<file path="config.mk">
export PLATFORM = sky130hd
export DESIGN_NAME = strap_option_sampler
export DESIGN_NICKNAME = d
export VERILOG_FILES = /design/src/strap_pkg.sv /design/src/strap_sync.sv /design/src/pci_clock_divider.sv /design/src/strap_option_sampler.sv
export SDC_FILE = /design/constraint.sdc
export NUM_CORES = 1
export LEC_CHECK = 0
export ABC_CLOCK_PERIOD_IN_PS = 7500
export BUFFER_PORTS_ARGS = -buffer_cell sky130_fd_sc_hd__buf_4
export CORE_MARGIN = 4
export CORE_UTILIZATION = 50
export DETAILED_ROUTE_END_ITERATION = 10
export PLACE_DENSITY = 0.89
export SLEW_MARGIN = 40
export SYNTH_ARGS = -nofsm -noshare
export SYNTH_HDL_FRONTEND = slang
export SYNTH_SLANG_ARGS = --single-unit
</file>
<file path="constraint.sdc">
create_clock -name clk -period 7.5 [get_ports clk]
set_clock_uncertainty 0.2 [all_clocks]
set_input_delay 0.375 -clock clk [delete_from_list [all_inputs] [get_ports clk]]
set_output_delay 0.375 -clock clk [all_outputs]
set_load 0.05 [all_outputs]
</file>
<file path="src/strap_pkg.sv">
// constants for the strap option sampler
package strap_pkg;

    // register indices as printed; the apb byte address is four times the index
    localparam logic [7:0]  IDX_INTERFACE_SELECT = 8'h3c;
    localparam logic [7:0]  IDX_PANEL_SUPPLY     = 8'h3d;
    localparam logic [7:0]  IDX_BANK01           = 8'h4a;
    localparam logic [7:0]  IDX_BANK23           = 8'h4b;
    localparam logic [7:0]  IDX_CLOCK_SOURCE     = 8'h4c;
    localparam logic [7:0]  IDX_HOST_SYNTH       = 8'h5f;
    localparam int          ADDR_W               = 12;

    // memory data line positions feeding each register
    localparam int          MD_BANK01_LSB        = 0;
    localparam int          MD_BANK23_LSB        = 8;
    localparam int          MD_CLOCK_LSB         = 16;
    localparam int          MD_CLOCK_HI          = 23;
    localparam int          MD_SYNTH_LSB         = 21;
    localparam int          MD_IFSEL_LSB         = 40;
    localparam int          MD_PANEL_LSB         = 48;
    localparam int          MD_WIDTH             = 64;

    // clock_source_straps fields
    localparam int          CLK_PCI_DIV_BIT      = 1;
    localparam int          CLK_HOST_PAD_BIT     = 2;
    localparam int          CLK_GFX_PAD_BIT      = 3;
    localparam int          CLK_DOT_PAD_BIT      = 4;
    localparam logic [7:0]  CLK_WRITE_MASK       = 8'h10;
    localparam logic [7:0]  CLK_READ_MASK        = 8'h3f;

    // host_synth_straps fields
    localparam int          SYN_DEBUG_BIT        = 1;
    localparam int          SYN_CODE_LSB         = 3;
    localparam logic [7:0]  SYN_READ_MASK        = 8'h3f;

    // interface_select_straps fields
    localparam int          IF_PCCARD_BIT        = 0;
    localparam int          IF_LOCAL_BUS_BIT     = 1;
    localparam int          IF_KBD_MOUSE_BIT     = 2;
    localparam int          IF_PARALLEL_BIT      = 3;
    localparam int          IF_SERIAL1_BIT       = 4;
    localparam int          IF_SERIAL2_BIT       = 5;

    // panel_and_socket_supply_straps fields
    localparam int          PS_PANEL_BIT         = 0;
    localparam int          PS_SUPPLY_LSB        = 1;
    localparam logic [7:0]  PS_READ_MASK         = 8'h3f;

    // pci clock divisors
    localparam logic [1:0]  PCI_DIV_SLOW         = 2'h3;
    localparam logic [1:0]  PCI_DIV_FAST         = 2'h2;

    // cycles after reset release before the synchronised straps are valid
    localparam logic [1:0]  SETTLE_CYCLES        = 2'h2;

    localparam int          SPARE_PADS           = 12;

    typedef enum logic [1:0] {
        CAP_SETTLE = 2'b00,
        CAP_TAKE   = 2'b01,
        CAP_HOLD   = 2'b10
    } cap_state_t;

    // host synthesiser frequency in mhz for a three-bit code
    function automatic logic [6:0] synth_mhz(input logic [2:0] code);
        case (code)
            3'h0:    synth_mhz = 7'd25;
            3'h1:    synth_mhz = 7'd33;
            3'h2:    synth_mhz = 7'd40;
            3'h3:    synth_mhz = 7'd50;
            3'h4:    synth_mhz = 7'd60;
            3'h5:    synth_mhz = 7'd66;
            3'h6:    synth_mhz = 7'd75;
            default: synth_mhz = 7'd80;
        endcase
    endfunction : synth_mhz

    function automatic logic [ADDR_W-1:0] byte_addr(input logic [7:0] idx);
        byte_addr = {2'h0, idx, 2'h0};
    endfunction : byte_addr

endpackage : strap_pkg

</file>
<file path="src/strap_sync.sv">
// two flip-flop synchroniser for a bus of pin levels
`timescale 1ns/1ps
module strap_sync #(
    parameter int WIDTH = 64
) (
    input  wire logic             clk,
    input  wire logic             rst_n,
    input  wire logic [WIDTH-1:0] din,
    output logic      [WIDTH-1:0] dout
);
    logic [WIDTH-1:0] meta_r;

    if (WIDTH < 1) begin : g_bad_width
        $error("strap_sync width must be positive");
    end

    always_ff @(posedge clk or negedge rst_n) begin
        if (!rst_n) begin
            meta_r <= '0;
            dout   <= '0;
        end else begin
            meta_r <= din;
            dout   <= meta_r;
        end
    end
endmodule : strap_sync

</file>
<file path="src/pci_clock_divider.sv">
// divides the host clock by two or three for the pci clock output
`timescale 1ns/1ps
module pci_clock_divider
    import strap_pkg::*;
(
    input  wire logic       clk,
    input  wire logic       rst_n,
    input  wire logic       run,
    input  wire logic [1:0] divisor,
    output logic            clk_out
);
    logic [1:0] cnt_r;
    logic [1:0] cnt_nxt;
    logic       out_nxt;

    always_comb begin
        cnt_nxt = 2'h0;
        if (run && (cnt_r < divisor - 2'h1)) begin
            cnt_nxt = cnt_r + 2'h1;
        end
        // high for one host clock per period
        out_nxt = run && (cnt_nxt == 2'h0);
    end

    always_ff @(posedge clk or negedge rst_n) begin
        if (!rst_n) begin
            cnt_r   <= 2'h0;
            clk_out <= 1'b0;
        end else begin
            cnt_r   <= cnt_nxt;
            clk_out <= out_nxt;
        end
    end
endmodule : pci_clock_divider

</file>
<file path="src/strap_option_sampler.sv">
// strap option sampler: captures memory data line straps at reset, apb readback
// What this block and its board must do
// pci clock is host clock /3 or /2
// host clock pad input or driven internally
// graphics double clock source external or internal
// pixel dot clock source external or internal
// three-bit code picks host synthesiser frequency
// peripheral controller debug external or internal
// two-bit speed hint per memory bank
// one-bit edo/fast-page type hint per bank
// shared pins carry pci or pc-card
// shared pins carry isa or local bus
// keyboard, parallel, serial ports internal or external
// panel outputs on spare pads only when enabled
// card-socket supply availability reported per voltage
// board pulls up upper speed-hint lines
// board ties reserved strap lines as prescribed
// straps are pulls sampled during reset; this block samples them after reset release
// only dot clock bit is software writable
// memory hints are informational, no hardware effect
// capture once after reset, then hold
`timescale 1ns/1ps
module strap_option_sampler
    import strap_pkg::*;
#(
    parameter int MD_W = MD_WIDTH
) (
    input  wire logic                    clk,
    input  wire logic                    rst_n,
    // strap levels on the memory data bus
    input  wire logic [MD_W-1:0]         memory_data_line,
    // panel low colour bits offered to the spare pads
    input  wire logic [SPARE_PADS-1:0]   panel_low_bits,
    // apb slave
    input  wire logic                    psel,
    input  wire logic                    penable,
    input  wire logic                    pwrite,
    input  wire logic [ADDR_W-1:0]       paddr,
    input  wire logic [31:0]             pwdata,
    input  wire logic [3:0]              pstrb,
    output logic      [31:0]             prdata,
    output logic                         pready,
    output logic                         pslverr,
    // configuration outputs
    output logic                         straps_valid,
    output logic                         pci_clock_out,
    output logic                         host_clock_pad_oe_n,
    output logic                         graphics_double_clock_internal,
    output logic                         pixel_dot_clock_internal,
    output logic      [2:0]              host_synth_code,
    output logic      [6:0]              host_synth_mhz,
    output logic                         peripheral_controller_internal,
    output logic                         pccard_selected,
    output logic                         local_bus_selected,
    output logic                         kbd_mouse_internal,
    output logic                         parallel_port_internal,
    output logic                         first_serial_port_internal,
    output logic                         second_serial_port_internal,
    output logic      [SPARE_PADS-1:0]   spare_pad_out,
    output logic      [SPARE_PADS-1:0]   spare_pad_oe_n,
    output logic      [3:0]              socket_supply_available
);

    ////////////////////////////////////////////////////////////////////////////
    // elaboration checks

    // the strap map reaches up to the panel supply byte
    if (MD_W < MD_PANEL_LSB + 8) begin : g_md_narrow
        $error("memory data bus too narrow for the strap map");
    end

    // a zero settle count would wrap the counter and stretch the settle time
    if (SETTLE_CYCLES == 2'h0) begin : g_settle_zero
        $error("settle count must be at least one cycle");
    end

    ////////////////////////////////////////////////////////////////////////////
    // reset release and pin synchronisation

    logic            rst_meta_r;
    logic            rst_sync_n;
    logic [MD_W-1:0] md_sync;

    always_ff @(posedge clk or negedge rst_n) begin
        if (!rst_n) begin
            rst_meta_r <= 1'b0;
            rst_sync_n <= 1'b0;
        end else begin
            rst_meta_r <= 1'b1;
            rst_sync_n <= rst_meta_r;
        end
    end

    strap_sync #(
        .WIDTH (MD_W)
    ) u_md_sync (
        .clk   (clk),
        .rst_n (rst_sync_n),
        .din   (memory_data_line),
        .dout  (md_sync)
    );

    ////////////////////////////////////////////////////////////////////////////
    // capture sequence

    // md_sync lags the pins by two cycles; settling lets it fill before the take
    cap_state_t state_r;
    cap_state_t state_nxt;
    logic [1:0] settle_r;
    logic [1:0] settle_nxt;

    always_comb begin
        state_nxt  = state_r;
        settle_nxt = settle_r;
        case (state_r)
            CAP_SETTLE: begin
                settle_nxt = settle_r + 2'h1;
                if (settle_r == SETTLE_CYCLES - 2'h1) begin
                    state_nxt = CAP_TAKE;
                end
            end
            CAP_TAKE: state_nxt = CAP_HOLD;
            CAP_HOLD: state_nxt = CAP_HOLD;
            default:  state_nxt = CAP_SETTLE;
        endcase
    end

    always_ff @(posedge clk or negedge rst_sync_n) begin
        if (!rst_sync_n) begin
            state_r  <= CAP_SETTLE;
            settle_r <= 2'h0;
        end else begin
            state_r  <= state_nxt;
            settle_r <= settle_nxt;
        end
    end

    ////////////////////////////////////////////////////////////////////////////
    // strap registers

    logic [7:0] ifsel_r,  ifsel_nxt;
    logic [7:0] panel_r,  panel_nxt;
    logic [7:0] bank01_r, bank01_nxt;
    logic [7:0] bank23_r, bank23_nxt;
    logic [7:0] clksrc_r, clksrc_nxt;
    logic [7:0] synth_r,  synth_nxt;
    logic       take;
    logic       wr_clk;

    assign take   = (state_r == CAP_TAKE);
    assign wr_clk = psel && penable && pready && pwrite && pstrb[0]
                    && (paddr == byte_addr(IDX_CLOCK_SOURCE));

    always_comb begin
        ifsel_nxt  = ifsel_r;
        panel_nxt  = panel_r;
        bank01_nxt = bank01_r;
        bank23_nxt = bank23_r;
        clksrc_nxt = clksrc_r;
        synth_nxt  = synth_r;
        // a capture outranks a software write landing in the same cycle
        if (take) begin
            bank01_nxt = md_sync[MD_BANK01_LSB +: 8];
            bank23_nxt = md_sync[MD_BANK23_LSB +: 8];
            clksrc_nxt = {2'h0, md_sync[MD_CLOCK_HI], md_sync[MD_CLOCK_LSB +: 5]};
            synth_nxt  = {2'h0, md_sync[MD_SYNTH_LSB +: 6]};
            ifsel_nxt  = md_sync[MD_IFSEL_LSB +: 8];
            panel_nxt  = {2'h0, md_sync[MD_PANEL_LSB +: 6]};
        end else if (wr_clk) begin
            // only the dot clock source bit takes software writes
            clksrc_nxt = (clksrc_r & ~CLK_WRITE_MASK) | (pwdata[7:0] & CLK_WRITE_MASK);
        end
    end

    always_ff @(posedge clk or negedge rst_sync_n) begin
        if (!rst_sync_n) begin
            ifsel_r  <= 8'h00;
            panel_r  <= 8'h00;
            bank01_r <= 8'h00;
            bank23_r <= 8'h00;
            clksrc_r <= 8'h00;
            synth_r  <= 8'h00;
        end else begin
            ifsel_r  <= ifsel_nxt;
            panel_r  <= panel_nxt;
            bank01_r <= bank01_nxt;
            bank23_r <= bank23_nxt;
            clksrc_r <= clksrc_nxt;
            synth_r  <= synth_nxt;
        end
    end

    ////////////////////////////////////////////////////////////////////////////
    // apb slave: one wait state, answer registered

    logic [31:0] prdata_nxt;
    logic        pready_nxt;
    logic        pslverr_nxt;
    logic        mapped;
    logic [7:0]  rd_byte;

    // answer prepared on the first access edge, pready stands for one cycle
    always_comb begin
        mapped  = 1'b1;
        rd_byte = 8'h00;
        case (paddr)
            byte_addr(IDX_INTERFACE_SELECT): rd_byte = ifsel_r;
            byte_addr(IDX_PANEL_SUPPLY):     rd_byte = panel_r & PS_READ_MASK;
            byte_addr(IDX_BANK01):           rd_byte = bank01_r;
            byte_addr(IDX_BANK23):           rd_byte = bank23_r;
            byte_addr(IDX_CLOCK_SOURCE):     rd_byte = clksrc_r & CLK_READ_MASK;
            byte_addr(IDX_HOST_SYNTH):       rd_byte = synth_r & SYN_READ_MASK;
            default:                         mapped  = 1'b0;
        endcase
        pready_nxt  = 1'b0;
        pslverr_nxt = 1'b0;
        prdata_nxt  = prdata;
        if (psel && penable && !pready) begin
            pready_nxt  = 1'b1;
            pslverr_nxt = !mapped;
            prdata_nxt  = pwrite ? 32'h0000_0000 : {24'h00_0000, rd_byte};
        end
    end

    always_ff @(posedge clk or negedge rst_sync_n) begin
        if (!rst_sync_n) begin
            prdata  <= 32'h0000_0000;
            pready  <= 1'b0;
            pslverr <= 1'b0;
        end else begin
            prdata  <= prdata_nxt;
            pready  <= pready_nxt;
            pslverr <= pslverr_nxt;
        end
    end

    ////////////////////////////////////////////////////////////////////////////
    // configuration outputs; memory hints deliberately drive nothing

    logic                  held;
    logic [1:0]            pci_div;
    logic [SPARE_PADS-1:0] spare_out_nxt;
    logic [SPARE_PADS-1:0] spare_oe_n_nxt;

    assign held    = (state_r == CAP_HOLD);
    assign pci_div = clksrc_r[CLK_PCI_DIV_BIT] ? PCI_DIV_FAST : PCI_DIV_SLOW;

    pci_clock_divider u_pci_div (
        .clk     (clk),
        .rst_n   (rst_sync_n),
        .run     (held),
        .divisor (pci_div),
        .clk_out (pci_clock_out)
    );

    always_comb begin
        spare_out_nxt  = '0;
        spare_oe_n_nxt = '1;
        if (held && panel_r[PS_PANEL_BIT]) begin
            spare_out_nxt  = panel_low_bits;
            spare_oe_n_nxt = '0;
        end
    end

    always_ff @(posedge clk or negedge rst_sync_n) begin
        if (!rst_sync_n) begin
            straps_valid                   <= 1'b0;
            host_clock_pad_oe_n            <= 1'b1;
            graphics_double_clock_internal <= 1'b0;
            pixel_dot_clock_internal       <= 1'b0;
            host_synth_code                <= 3'h0;
            host_synth_mhz                 <= 7'h00;
            peripheral_controller_internal <= 1'b0;
            pccard_selected                <= 1'b0;
            local_bus_selected             <= 1'b0;
            kbd_mouse_internal             <= 1'b0;
            parallel_port_internal         <= 1'b0;
            first_serial_port_internal     <= 1'b0;
            second_serial_port_internal    <= 1'b0;
            spare_pad_out                  <= '0;
            spare_pad_oe_n                 <= '1;
            socket_supply_available        <= 4'h0;
        end else begin
            straps_valid                   <= held;
            host_clock_pad_oe_n            <= !(held && clksrc_r[CLK_HOST_PAD_BIT]);
            graphics_double_clock_internal <= clksrc_r[CLK_GFX_PAD_BIT];
            pixel_dot_clock_internal       <= clksrc_r[CLK_DOT_PAD_BIT];
            host_synth_code                <= synth_r[SYN_CODE_LSB +: 3];
            host_synth_mhz                 <= synth_mhz(synth_r[SYN_CODE_LSB +: 3]);
            peripheral_controller_internal <= synth_r[SYN_DEBUG_BIT];
            pccard_selected                <= ifsel_r[IF_PCCARD_BIT];
            local_bus_selected             <= ifsel_r[IF_LOCAL_BUS_BIT];
            kbd_mouse_internal             <= ifsel_r[IF_KBD_MOUSE_BIT];
            parallel_port_internal         <= ifsel_r[IF_PARALLEL_BIT];
            first_serial_port_internal     <= ifsel_r[IF_SERIAL1_BIT];
            second_serial_port_internal    <= ifsel_r[IF_SERIAL2_BIT];
            spare_pad_out                  <= spare_out_nxt;
            spare_pad_oe_n                 <= spare_oe_n_nxt;
            socket_supply_available        <= panel_r[PS_SUPPLY_LSB +: 4];
        end
    end

endmodule : strap_option_sampler

</file>
## Yosys cells after proc, flatten, opt, wreduce, memory -nomap -nowiden

Cells that the tools add are included.

- Add/subtract/negate cells: 3
- $lt $le $gt $ge: 1
- Equal/unequal tests: 16
- Mux-type cells: 14
- Bitwise gates (word level): 1
- Reduce and logical (&&, ||, !) cells: 19

Operator list:

| operator | number |
|---|---|
| case mux 7 bit (7 select lines) | 1 |
| equality test 12 x 9 -> 1 bit, second input constant | 4 |
| case mux 8 bit (6 select lines) | 1 |
| equality test 12 x 8 -> 1 bit, second input constant | 2 |
| 2-to-1 mux 12 bit | 2 |
| 2-to-1 mux 8 bit | 3 |
| logical AND 1 bit | 10 |
| equality test 3 bit, second input constant | 3 |
| OR 8 x 5 -> 8 bit | 1 |
| equality test 3 x 2 -> 1 bit, second input constant | 2 |
| OR reduction 6 bit | 1 |
| adder 2 x 1 -> 2 bit, second input constant | 2 |
| equality test 2 x 1 -> 1 bit, second input constant | 2 |
| zero test 2 bit | 2 |
| 2-to-1 mux 1 bit | 4 |
| 2-to-1 mux 2 bit | 2 |
| case mux 2 bit (2 select lines) | 1 |
| equality test 3 x 1 -> 1 bit, second input constant | 1 |
| zero test 1 bit | 3 |
| zero test 3 bit | 1 |
| equality test 2 bit, second input constant | 1 |
| < comparator 2 bit | 1 |
| inequality test 2 bit, second input constant | 1 |
| nonzero test 2 bit | 1 |
| other kinds (2) | 2 |

- Register bits after elaboration: 244
- Bits of input ports: 129
- Output and inout bits: 84

## Logic depth before layout (Yosys ltp)

Gate-level depths: netlist (run 1).

- Depth after elaboration: 7
- Mapped depth: 6
- Mapped depth without buffers: 5

## Modules after synthesis

A second synthesis (run 1) with hierarchy kept.

- Cell total of the unflattened synthesis: 477
- Area total of the unflattened synthesis: 7455.9 um^2

By module, submodules not included:

| module | instances | cells an instance | area an instance (um^2) | sequential area each (um^2) |
|---|---|---|---|---|
| strap_option_sampler | 1 | 334 | 4100.2 | 2404.8 |
| strap_sync | 1 | 128 | 3203.1 | 3203.1 |
| pci_clock_divider | 1 | 15 | 152.6 | 75.1 |

## Worst setup path before layout (run 1)

OpenSTA, ideal clock, no wires.

- Path kind: input to register
- Start: in paddr[9]
- End: reg clksrc_r[4]
- Arrival: 1.740 ns
- Required time: 7.179 ns
- Slack: 5.439 ns
- Stages on the path: 6
- Buffers on the path: 1
- Cells stage by stage: or4b_4 buf_6 nor4_4 nand4_1 mux2i_1 o21ai_1

- Word-level cells in the longest chain between the ends: 3

RTL lines:

| what | RTL line | source |
|---|---|---|
| from (decl) | strap_option_sampler.sv:38 | `input wire logic [ADDR_W-1:0] paddr,` |
| equality test 12 x 9 -> 1 bit | strap_option_sampler.sv:152 | `&& (paddr == byte_addr(IDX_CLOCK_SOURCE));` |
| logical AND 1 bit | strap_option_sampler.sv:152 |  |
| nonzero test 2 bit (no source line) | - |  |
| to (signal assigned) | strap_option_sampler.sv:188 | `clksrc_r <= clksrc_nxt;` |
| to (decl) | strap_option_sampler.sv:145 | `logic [7:0] clksrc_r, clksrc_nxt;` |

Every way passes these cells.
A chain may end at the register's enable or synchronous reset.

## Worst setup path in the final report (run 1)

- Start: reg pready
- End: reg prdata[6]

- Word-level cells in the longest chain between the ends: 2

RTL lines:

| what | RTL line | source |
|---|---|---|
| from (decl) | strap_option_sampler.sv:42 | `output logic pready,` |
| from (signal assigned) | strap_option_sampler.sv:232 | `pready <= pready_nxt;` |
| zero test 1 bit | strap_option_sampler.sv:218 | `if (psel && penable && !pready) begin` |
| logical AND 1 bit | strap_option_sampler.sv:218 |  |
| to (signal assigned) | strap_option_sampler.sv:231 | `prdata <= prdata_nxt;` |
| to (decl) | strap_option_sampler.sv:41 | `output logic [31:0] prdata,` |

Every way passes these cells.

==> impl_table.tex, run 1 <==
\begin{tabular}{lr}
\hline
Metric & Value \\
\hline
\multicolumn{2}{l}{\textbf{Status}} \\
\quad Outcome & finished clean \\
\multicolumn{2}{l}{\textbf{Die}} \\
\quad Core Rows & 40 \\
\quad Die Wd & 120 um \\
\quad Area enclosed by the die boundary & 0.0143 mm\^{}2 \\
\quad Starting utilization of the core area & 0.515 \\
\quad Core footprint & 0.0121 mm\^{}2 \\
\quad Die height & 120 um \\
\quad \# IOs & 213 \\
\multicolumn{2}{l}{\textbf{Setup path}} \\
\quad Setup slack, reg-to-reg & 5.12 ns \\
\quad WS Path Type & register to register \\
\quad Data arrival at the endpoint of the critical path & 2.52 ns \\
\quad Worst setup SP type & register \\
\quad Chain of cells forming the critical path & nand3b\_1 > or2\_2 > nor4\_1 > a22oi\_1 > o21ai\_0 \\
\quad Combined buffer and inverter count along the critical path & 0 \\
\quad Required time reported for the critical path endpoint & 7.64 ns \\
\quad Critical path endpoint category & register \\
\quad Slowest stage cell, crit path & or2\_2 \\
\quad Max incr delay on CP & 0.54 ns \\
\quad Top Family by Delay on Critical Path & simple AND/OR/NAND/NOR gates \\
\quad Crit Path Max Fanout & 13 \\
\multicolumn{2}{l}{\textbf{Timing}} \\
\quad Post-layout minimum cycle time & 2.38 ns \\
\quad Fmax & 0.420 GHz \\
\quad Number of hold violations in the final report & 0 \\
\quad Min setup slack post-route & 5.12 ns \\
\quad Worst slew margin relative to its limit & 0.554 \\
\quad Total count of max-transition violations in the final report & 0 \\
\quad Final-layout worst hold slack & 0.0244 ns \\
\quad Setup repair after global routing missed its margin & no \\
\quad Summed negative setup slack over all endpoints & 0 ns \\
\quad Slew of the pin with the lowest slew margin & 0.668 ns \\
\quad Period utilization & 0.317 \\
\quad Number of setup violations in the final report & 0 \\
\multicolumn{2}{l}{\textbf{Clock tree}} \\
\quad TritonCTS clock tree & built \\
\quad Post-CTS setup repair buffer count & 0 \\
\quad Cell at the root of the clock tree & clkbuf\_16 \\
\quad \# hold bufs at CTS & 52 \\
\quad Level count of the clock H-tree & 4 \\
\quad Clock-pin slew on the worst setup and hold paths & 0.07 ns \\
\quad Max Root-Sink Buffers & 2 \\
\quad Clk Latency, worst-skew pair & 0.42 ns \\
\quad TritonCTS buffer count & 17 \\
\quad Number of clock sinks & 181 \\
\quad Number of instances resized during post-cts repair & 0 \\
\multicolumn{2}{l}{\textbf{Detailed routing}} \\
\quad Detail Route met3 WL & 907 um \\
\quad Met2 wire length & 6930 um \\
\quad Overall routed net length & 13000 um \\
\quad Total vias in the final route & 3800 \\
\quad Iteration count of the initial detailed-routing pass & 4 \\
\quad Post-route antenna net violation count & 0 \\
\quad Detailed-routing wirelength on met1 & 4910 um \\
\quad Starting DRC count in detailed routing & 309 \\
\quad Top routing layer used & met4 \\
\quad Number of DRC violations after detailed routing & 0 \\
\quad Wire length per cell & 16.8 um \\
\quad Average via count per standard cell & 4.92 \\
\multicolumn{2}{l}{\textbf{Logic synthesis}} \\
\quad Instance count of the mapped netlist & 412 \\
\quad Number of unique standard cell types used by synthesis & 46 \\
\quad Share of flip-flops with an asynchronous set or reset after synthesis & 1.00 \\
\quad Sequential-to-total area share from yosys stat & 0.726 \\
\quad EDFF count, synth & 0 \\
\quad Synth Cell Area & 0.00624 mm\^{}2 \\
\quad Synth warn & 0 \\
\quad Flip-flop and latch count after synthesis & 181 \\
\quad Top FF cell, synth & dfrtp\_1 \\
\quad Avg Inst Size Synth & 15.1 um\^{}2 \\
\multicolumn{2}{l}{\textbf{Finish}} \\
\quad Leading cell type in the layout, fill and taps excluded & dfrtp\_1 \\
\quad Count of nets after finishing & 727 \\
\quad End-of-flow core utilization & 0.689 \\
\quad Most used cells in the layout excluding fill and tap cells & 178 x dfrtp\_1, 132 x buf\_4, 52 x dlygate4sd3\_1 \\
\quad Relative area change from synthesis to final layout & 33.7\% \\
\quad Total inserted antenna cells & 0 \\
\quad Fraction of final layout cells with drive strength greater than 1 & 0.354 \\
\quad Final instance area & 0.00834 mm\^{}2 \\
\multicolumn{2}{l}{\textbf{Power and ir drop}} \\
\quad Leak Pwr & 3.93 nW \\
\quad Peak supply drop & 0.212 mV \\
\quad Power per standard cell area & 257 mW/mm\^{}2 \\
\multicolumn{2}{l}{\textbf{GRT}} \\
\quad Total gr overflow & 0 \\
\quad Pin count of the biggest net entering global routing & 90 \\
\quad Via count of the first global-routing pass & 4144 \\
\quad Number of antenna violations at the first check in global routing & 0 \\
\quad First-pass GRT wire length & 21100 um \\
\quad Global routing usage summed across all routing layers & 0.194 \\
\multicolumn{2}{l}{\textbf{Worst hold path}} \\
\quad Type of the worst min-delay path & input pin to register \\
\multicolumn{2}{l}{\textbf{Placement}} \\
\quad RD Place Congestion & 0.875 \\
\quad Dpl hpwl & 8450 um \\
\quad Count of input and output buffers & 131 \\
\quad Worst slack at placement & 5.06 ns \\
\quad Area post-placement & 0.00726 mm\^{}2 \\
\multicolumn{2}{l}{\textbf{Run}} \\
\quad Max\_cap viols & 0 \\
\hline
\end{tabular}
Yosys cell counts (all sizes together), types with 2 or more instances:
cell / count / area (um^2)
a21oi: 6 / 30.0
nor3: 6 / 30.0
dfrtp: 179 / 4480
clkbuf: 10 / 37.5
a32oi: 2 / 17.5
dfstp: 2 / 52.6
nand4: 2 / 12.5
nor2b: 3 / 18.8
conb: 2 / 7.51
mux2: 37 / 417
ha: 6 / 75.1
nand3: 2 / 10.0
or3b: 2 / 17.5
and3: 15 / 93.8
a222oi: 3 / 30.0
nor4: 3 / 48.8
buf: 39 / 300
or4b: 3 / 33.8
nand3b: 2 / 15.0
and2: 2 / 12.5
nand2: 14 / 52.6
o21ai: 16 / 80.1
nor4b: 2 / 17.5
inv: 8 / 30.0
o22ai: 4 / 25.0
nor2: 12 / 45.0
nand2b: 2 / 12.5
mux2i: 8 / 80.1
a22oi: 8 / 60.1
report_power, final:
group | internal, mW | switching, mW
registers | 1.03 | 0.0269
clock network | 0.439 | 0.396
logic | 0.0931 | 0.156
total | 1.56 | 0.579
layout make-up:
cell class                 count  area (um^2)
inverter                       8         30.0
sequential                   181         4540
fill                         810         3770
multi-input combinational    197         1440
timing repair buffer         187         1570
tap                          168          210
clock buffer                  17          425
clock inverter                15          136
per-stage QoR:
stage          instances  power, mW
6_report             773       2.14
5_1_grt              773       2.22
2_1_floorplan        435       1.23
4_1_cts              773       2.16
3_3_place_gp         687       1.29
3_5_place_dp         689       1.30
registers in the layout, summed over array words and instances (netlist names), 2 cells and up:
signal	count
host_synth_mhz	7
u_pci_div.cnt_r	2
spare_pad_out	12
synth_r	6
state_r	2
u_md_sync.dout	41
ifsel_r	8
host_synth_code	3
u_md_sync.meta_r	41
panel_r	6
socket_supply_available	4
prdata	8
bank23_r	8
settle_r	2
bank01_r	8
clksrc_r	6
path summary, 6_finish.rpt:
| path | from | end | cells past startpoint |
|---|---|---|---|
| min reg2reg | rst_sync_n$_DFF_PN0_ | u_md_sync.dout[4]$_DFF_PN0_ | 1 |
| min in group asynchronous | rst_n | rst_sync_n$_DFF_PN0_ | 2 |
| max | pready$_DFF_PN0_ | prdata[6]$_DFFE_PN0P_ | 5 |
| max in group asynchronous | rst_sync_n$_DFF_PN0_ | u_md_sync.meta_r[53]$_DFF_PN0_ | 1 |
| max reg2reg | pready$_DFF_PN0_ | prdata[6]$_DFFE_PN0P_ | 5 |
| min | panel_low_bits[2] | spare_pad_out[2]$_DFF_PN0_ | 2 |
worst register-to-register path: cells and delay by family (launching register included):
kind             cells  cell delay [ns]
AO/OA/AOI/OAI        2             0.22
flip-flops           1             0.40
AND/OR/NAND/NOR      3             1.47
layer usage:
layer	vias up	GRT usage
li1	1719	-
met1	1895	0.220
met2	165	0.338
met3	21	0.0594
met4	0	0.0845
met5	-	0
logic make-up after synthesis:
kind of cell	count (synthesis)	share of synthesized area
fa+ha+maj	6	0.0120
compound gates	46	0.0481
xor+xnor	2	0.00281
buf+inv	57	0.0590
simple gates	73	0.0710
mux	45	0.0796
other cells	2	0.00120
flops	181	0.726
Power figures use the tool's default switching activity.
==> run 2: changes to the inputs <==
ABC_CLOCK_PERIOD_IN_PS = 2300   (was 7500)
clock period = 2.3 ns   (was 7.5 ns; I/O delays follow)
==> run 2 against run 1 <==
  * Combinational power increased to 3.3 times the previous value
  * Clock power increased to 3.7 times the previous value
  * Critical path type unchanged
  * Count of clock-buffer cells in the layout increased by 2
  * Via count increased by 2.3%
==> impl_table.tex, run 2 (same netlist as run 1, synthesis figures left out) <==
\begin{tabular}{lr}
\hline
Metric & Value \\
\hline
\multicolumn{2}{l}{\textbf{Placement}} \\
\quad Placed cells & 692 \\
\quad Dpl hpwl & 8580 um \\
\quad RD Place Congestion & 0.864 \\
\quad Count of input and output buffers & 131 \\
\multicolumn{2}{l}{\textbf{Finish}} \\
\quad Total inserted antenna cells & 0 \\
\quad Leading cell type in the layout, fill and taps excluded & dfrtp\_1 \\
\quad Area taken by flip-flops and latches & 0.00454 mm\^{}2 \\
\quad Fraction of final layout cells with drive strength greater than 1 & 0.350 \\
\quad Top flop regs & u\_md\_sync.dout x41, u\_md\_sync.meta\_r x41, spare\_pad\_out x12 \\
\quad Relative area change from synthesis to final layout & 36.4\% \\
\quad Most used cells in the layout excluding fill and tap cells & 178 x dfrtp\_1, 137 x buf\_4, 62 x dlygate4sd3\_1 \\
\quad Fillcell total & 780 \\
\quad Filler-free cell count of the finished design & 786 \\
\quad Multi-input combinational cell area & 0.00143 mm\^{}2 \\
\quad Count of nets after finishing & 740 \\
\multicolumn{2}{l}{\textbf{Setup path}} \\
\quad Data arrival at the endpoint of the critical path & 2.19 ns \\
\quad Critical path endpoint category & register \\
\quad WS Path Type & register to register \\
\quad Crit Path Max Fanout & 12 \\
\quad Worst setup SP type & register \\
\quad Required time reported for the critical path endpoint & 2.40 ns \\
\multicolumn{2}{l}{\textbf{Timing}} \\
\quad Summed negative setup slack over all endpoints & 0 ns \\
\quad Post-layout minimum cycle time & 2.09 ns \\
\quad Number of hold violations in the final report & 0 \\
\quad Final-layout worst hold slack & 0.0323 ns \\
\quad Number of setup violations in the final report & 0 \\
\quad Total count of max-transition violations in the final report & 0 \\
\quad Setup repair after global routing missed its margin & no \\
\quad Worst slew margin relative to its limit & 0.572 \\
\quad Slew of the pin with the lowest slew margin & 0.643 ns \\
\quad Period utilization & 0.907 \\
\quad Fmax & 0.479 GHz \\
\multicolumn{2}{l}{\textbf{Worst hold path}} \\
\quad Type of the worst min-delay path & input pin to register \\
\multicolumn{2}{l}{\textbf{Run}} \\
\quad Max\_cap viols & 0 \\
\multicolumn{2}{l}{\textbf{Clock tree}} \\
\quad Post-CTS setup repair buffer count & 0 \\
\quad Number of clock sinks & 181 \\
\quad TritonCTS buffer count & 17 \\
\quad Clock-pin slew on the worst setup and hold paths & 0.07 ns \\
\quad Cell at the root of the clock tree & clkbuf\_16 \\
\quad Max Root-Sink Buffers & 2 \\
\quad Level count of the clock H-tree & 4 \\
\quad Clk Latency, worst-skew pair & 0.43 ns \\
\quad TritonCTS clock tree & built \\
\multicolumn{2}{l}{\textbf{Power and ir drop}} \\
\quad Net Switching & 1.81 mW \\
\quad Share of total power in the clock network & 0.418 \\
\quad Power share of the sequential group & 0.470 \\
\quad PnR Total Power & 7.35 mW \\
\quad Proportion of power drawn by combinational gates & 0.112 \\
\quad Leak Pwr & 4.02 nW \\
\quad Cell internal power dissipation & 5.54 mW \\
\quad Power per standard cell area & 864 mW/mm\^{}2 \\
\quad Switching power as a share of total power & 0.246 \\
\quad Peak supply drop & 0.679 mV \\
\multicolumn{2}{l}{\textbf{Detailed routing}} \\
\quad Average via count per standard cell & 4.94 \\
\quad Iteration count of the initial detailed-routing pass & 4 \\
\quad Total vias in the final route & 3886 \\
\quad Starting DRC count in detailed routing & 353 \\
\quad Overall routed net length & 13400 um \\
\quad Number of DRC violations after detailed routing & 0 \\
\quad Post-route antenna net violation count & 0 \\
\quad Wire length per cell & 17.0 um \\
\multicolumn{2}{l}{\textbf{Die}} \\
\quad Area enclosed by the die boundary & 0.0143 mm\^{}2 \\
\quad \# IOs & 213 \\
\quad Starting utilization of the core area & 0.515 \\
\quad Core footprint & 0.0121 mm\^{}2 \\
\quad Core Rows & 40 \\
\quad Die height & 120 um \\
\quad Die Wd & 120 um \\
\multicolumn{2}{l}{\textbf{GRT}} \\
\quad Number of antenna violations at the first check in global routing & 0 \\
\quad Pin count of the biggest net entering global routing & 129 \\
\quad First-pass GRT wire length & 21700 um \\
\quad Via count of the first global-routing pass & 4220 \\
\quad Total gr overflow & 0 \\
\quad Global routing usage summed across all routing layers & 0.199 \\
\multicolumn{2}{l}{\textbf{Status}} \\
\quad Outcome & finished clean \\
\hline
\end{tabular}
==> run 2: cell types whose count changed in the layout (fill, tap and decap cells not counted) <==
| cell | before | now |
|---|---|---|
| dlygate4sd3_1 | 52 | 62 |
| inv_6 | 4 | 6 |
| ha_2 | 0 | 1 |
| clkinvlp_4 | 3 | 1 |
| inv_8 | 5 | 0 |
| clkinv_4 | 2 | 1 |
| clkbuf_1 | 0 | 1 |
| bufinv_16 | 0 | 4 |
| buf_12 | 2 | 1 |
| buf_4 | 132 | 137 |
| ha_4 | 1 | 0 |
==> run 2: metal layers <==
| metal | track usage | part of all wire |
|---|---|---|
| met5 | 0 | 0 |
| met4 | 0.102 | 0.040 |
| met3 | 0.0613 | 0.078 |
| met1 | 0.231 | 0.37 |
| met2 | 0.335 | 0.51 |
==> run 2: critical path, stage by stage (launching register included) <==
cell           delay, ns
dfrtp_1             0.39
nand3b_1            0.19
dlygate4sd3_1       0.59
buf_4               0.19
a2111oi_0           0.29
a21oi_1             0.12
==> run 2: final timing paths <==
path	startpoint	endpoint	cells past startpoint	slack [ns]
max in group asynchronous	rst_sync_n$_DFF_PN0_	spare_pad_out[9]$_DFF_PN0_	1	1.19
max	pready$_DFF_PN0_	prdata[3]$_DFFE_PN0P_	5	0.21
min in group asynchronous	rst_sync_n$_DFF_PN0_	u_md_sync.dout[4]$_DFF_PN0_	1	0.24
max reg2reg	pready$_DFF_PN0_	prdata[3]$_DFFE_PN0P_	5	0.21
min	paddr[3]	prdata[7]$_DFFE_PN0P_	5	0.03
min reg2reg	u_md_sync.meta_r[13]$_DFF_PN0_	u_md_sync.dout[13]$_DFF_PN0_	0	0.15
==> run 2: what timing repair did <==
| action | 4_1_cts | 5_1_grt |
|---|---|---|
| hold buffers | 62 | 0 |
| endpoints found under the hold margin | 66 | 0 |
| endpoints found under the setup margin | 0 | 0 |
| resized for setup | 0 | 0 |
==> run 2: cell type report <==
class | instances | area share
sequential | 181 | 0.533
clock inverter | 13 | 0.0228
tap | 168 | 0.0247
multi-input combinational | 197 | 0.168
inverter | 8 | 0.00353
timing repair buffer | 200 | 0.196
clock buffer | 19 | 0.0520
==> run 2: power by group through the flow <==
stage | clock network [mW] | registers (mW) | logic (mW)
2_1_floorplan | 0 | 3.69 | 0.313
3_3_place_gp | 0 | 3.50 | 0.715
3_5_place_dp | 0 | 3.51 | 0.737
4_1_cts | 3.12 | 3.45 | 0.823
5_1_grt | 3.27 | 3.47 | 0.882
6_report | 3.07 | 3.45 | 0.826
==> run 2: metrics by stage <==
step,instance area [um^2],worst slack [ns],util
final,8510,0.213,0.703
after global placement,7250,0.306,0.599
after global routing,8510,0.121,0.703
after CTS,8510,0.262,0.703
after floorplan,6330,0.239,-
after detailed placement,7250,0.286,0.599
==> run 3: changes to the inputs <==
CORE_UTILIZATION = 52   (was 50)
CTS_BUF_LIST = sky130_fd_sc_hd__clkbuf_8   (was not set)
PLACE_DENSITY = 0.91   (was 0.89)
==> run 3 against run 2 <==
  * Sequential power hardly changed
  * Core utilization is 1.8 points higher
  * Sequential share of layout area is 1.1 points higher
  * Hold slack better by 0.010 ns
  * Non-clock buffer count is 6 higher
  * Largest power group unchanged
  * Highest routed layer unchanged
==> impl_table.tex, run 3 (same netlist as run 1, synthesis figures left out) <==
\begin{tabular}{lr}
\hline
Metric & Value \\
\hline
\multicolumn{2}{l}{\textbf{Setup path}} \\
\quad Start of the worst register-to-register path & pready\$\_DFF\_PN0\_ \\
\quad Setup slack, reg-to-reg & 0.31 ns \\
\quad Required time reported for the critical path endpoint & 2.43 ns \\
\quad Max incr delay on CP & 0.60 ns \\
\quad Crit Path Max Fanout & 4 \\
\quad Chain of cells forming the critical path & buf\_4 > dlygate4sd3\_1 > or3b\_2 > dlygate4sd3\_1 > o211ai\_1 > a21oi\_1 \\
\quad Critical path endpoint category & register \\
\quad Critical register-to-register path endpoint & prdata[1]\$\_DFFE\_PN0P\_ \\
\quad Worst setup SP type & input pin \\
\quad Data arrival at the endpoint of the critical path & 2.21 ns \\
\quad Slowest stage cell, crit path & dlygate4sd3\_1 \\
\quad Critical path's most frequent cell & dlygate4sd3\_1 \\
\quad WS Path Type & input pin to register \\
\quad Top Family by Delay on Critical Path & buffers and inverters \\
\quad Combined buffer and inverter count along the critical path & 3 \\
\quad R2r worst-path depth & 4 \\
\multicolumn{2}{l}{\textbf{Timing}} \\
\quad Period utilization & 0.902 \\
\quad Number of hold violations in the final report & 0 \\
\quad Final-layout worst hold slack & 0.0426 ns \\
\quad Min setup slack post-route & 0.226 ns \\
\quad Post-layout minimum cycle time & 2.07 ns \\
\quad Setup repair after global routing missed its margin & no \\
\quad Summed negative setup slack over all endpoints & 0 ns \\
\quad Total count of max-transition violations in the final report & 0 \\
\quad Slew of the pin with the lowest slew margin & 0.520 ns \\
\quad Number of setup violations in the final report & 0 \\
\quad Worst slew margin relative to its limit & 0.651 \\
\quad Fmax & 0.482 GHz \\
\multicolumn{2}{l}{\textbf{Power and ir drop}} \\
\quad Power share of the sequential group & 0.533 \\
\quad Leak Pwr & 3.94 nW \\
\quad Cell internal power dissipation & 4.76 mW \\
\quad Power per standard cell area & 777 mW/mm\^{}2 \\
\quad Switching power as a share of total power & 0.265 \\
\quad Peak supply drop & 0.569 mV \\
\quad Share of total power in the clock network & 0.339 \\
\quad Net Switching & 1.72 mW \\
\quad Proportion of power drawn by combinational gates & 0.128 \\
\multicolumn{2}{l}{\textbf{GRT}} \\
\quad Pin count of the biggest net entering global routing & 69 \\
\quad Number of antenna violations at the first check in global routing & 0 \\
\quad Total gr overflow & 0 \\
\quad Via count of the first global-routing pass & 4358 \\
\quad First-pass GRT wire length & 21800 um \\
\quad Global routing usage summed across all routing layers & 0.203 \\
\multicolumn{2}{l}{\textbf{Die}} \\
\quad Die Wd & 118 um \\
\quad Starting utilization of the core area & 0.540 \\
\quad Core footprint & 0.0116 mm\^{}2 \\
\quad Area enclosed by the die boundary & 0.0138 mm\^{}2 \\
\quad Die height & 118 um \\
\quad \# IOs & 213 \\
\quad Core Rows & 39 \\
\multicolumn{2}{l}{\textbf{Clock tree}} \\
\quad TritonCTS buffer count & 17 \\
\quad Level count of the clock H-tree & 4 \\
\quad Number of clock sinks & 181 \\
\quad Cell at the root of the clock tree & clkbuf\_8 \\
\quad Clk Latency, worst-skew pair & 0.46 ns \\
\quad TritonCTS clock tree & built \\
\quad Max Root-Sink Buffers & 2 \\
\quad Clock-pin slew on the worst setup and hold paths & 0.10 ns \\
\multicolumn{2}{l}{\textbf{Finish}} \\
\quad Total inserted antenna cells & 0 \\
\quad Multi-input combinational cell area & 0.00143 mm\^{}2 \\
\quad Count of nets after finishing & 746 \\
\quad Fraction of final layout cells with drive strength greater than 1 & 0.347 \\
\quad End-of-flow core utilization & 0.721 \\
\quad Leading cell type in the layout, fill and taps excluded & dfrtp\_1 \\
\quad Most used cells in the layout excluding fill and tap cells & 178 x dfrtp\_1, 135 x buf\_4, 68 x dlygate4sd3\_1 \\
\quad Top flop regs & u\_md\_sync.dout x41, u\_md\_sync.meta\_r x41, spare\_pad\_out x12 \\
\quad Fillcell total & 722 \\
\quad Relative area change from synthesis to final layout & 33.6\% \\
\quad Area taken by flip-flops and latches & 0.00454 mm\^{}2 \\
\multicolumn{2}{l}{\textbf{Detailed routing}} \\
\quad Number of DRC violations after detailed routing & 0 \\
\quad Iteration count of the initial detailed-routing pass & 5 \\
\quad Overall routed net length & 13300 um \\
\quad Total vias in the final route & 3942 \\
\quad Post-route antenna net violation count & 0 \\
\quad Average via count per standard cell & 5.15 \\
\quad Wire length per cell & 17.3 um \\
\quad Starting DRC count in detailed routing & 300 \\
\multicolumn{2}{l}{\textbf{Placement}} \\
\quad RD Place Congestion & 0.859 \\
\quad Worst slack at placement & 0.241 ns \\
\quad Count of input and output buffers & 131 \\
\quad Dpl hpwl & 8540 um \\
\multicolumn{2}{l}{\textbf{Worst hold path}} \\
\quad Hold path startpoint & paddr[1] \\
\quad Type of the worst min-delay path & input pin to register \\
\quad Hold-critical path endpoint & prdata[6]\$\_DFFE\_PN0P\_ \\
\quad Instance count along the most critical hold path & 6 \\
\multicolumn{2}{l}{\textbf{Status}} \\
\quad Outcome & finished clean \\
\multicolumn{2}{l}{\textbf{Run}} \\
\quad Max\_cap viols & 0 \\
\hline
\end{tabular}
==> run 3: final cells by class <==
| type | count | share of cell area |
|---|---|---|
| Multi-Input combinational cell | 197 | 0.171 |
| Timing Repair Buffer | 206 | 0.210 |
| Sequential cell | 181 | 0.544 |
| Tap cell | 143 | 0.0215 |
| Clock buffer | 17 | 0.0281 |
| Inverter | 8 | 0.00360 |
| Clock inverter | 14 | 0.0209 |
==> run 3: what timing repair did <==
action,4_1_cts,5_1_grt
setup buffers,0,0
hold buffers,68,0
resized for setup,0,0
endpoints found under the hold margin,66,0
==> run 3: per-layer routing <==
layer,share of wire,GRT usage,up-vias
met2,0.52,0.342,176
met3,0.075,0.0678,42
met1,0.37,0.229,1964
met4,0.038,0.110,0
met5,0,0,-
li1,-,-,1760
==> run 3: worst register-to-register path, delay by kind of cell, from the launching register on <==
| family | cells | cell delay (ns) |
|---|---|---|
| DFF | 1 | 0.40 |
| AOI/OAI and AO/OA | 1 | 0.24 |
| buffers and inverters | 2 | 0.85 |
| and+or+nand+nor | 1 | 0.19 |
==> run 3: per-stage QoR <==
step / area, um^2 / instances / total power [mW]
2_1_floorplan: 6330 / 435 / 4.01
3_3_place_gp: 7250 / 667 / 4.21
3_5_place_dp: 7250 / 667 / 4.25
4_1_cts: 8340 / 766 / 6.52
5_1_grt: 8340 / 766 / 6.75
6_report: 8340 / 766 / 6.48
==> run 3: how the worst max path moves through the flow <==
stage	startpoint	endpoint	cells after the start	slack, ns
6_report	paddr[1]	pslverr$_DFF_PN0_	6	0.23
5_1_grt	paddr[1]	pslverr$_DFF_PN0_	6	0.22
4_1_cts	paddr[1]	pslverr$_DFF_PN0_	6	0.30
3_5_place_dp	paddr[9]	prdata[3]$_DFFE_PN0P_	5	0.24
3_3_place_gp	paddr[9]	prdata[4]$_DFFE_PN0P_	6	0.31
2_1_floorplan	rst_sync_n$_DFF_PN0_	bank01_r[0]$_DFFE_PN0P_	0	0.24
==> run 3: power groups by stage <==
stage / clock network (mW) / registers [mW] / logic, mW
floorplan: 0 / 3.69 / 0.313
CTS: 2.24 / 3.45 / 0.826
finish: 2.19 / 3.45 / 0.828
detailed placement: 0 / 3.52 / 0.729
global placement: 0 / 3.51 / 0.709
global route: 2.39 / 3.48 / 0.879
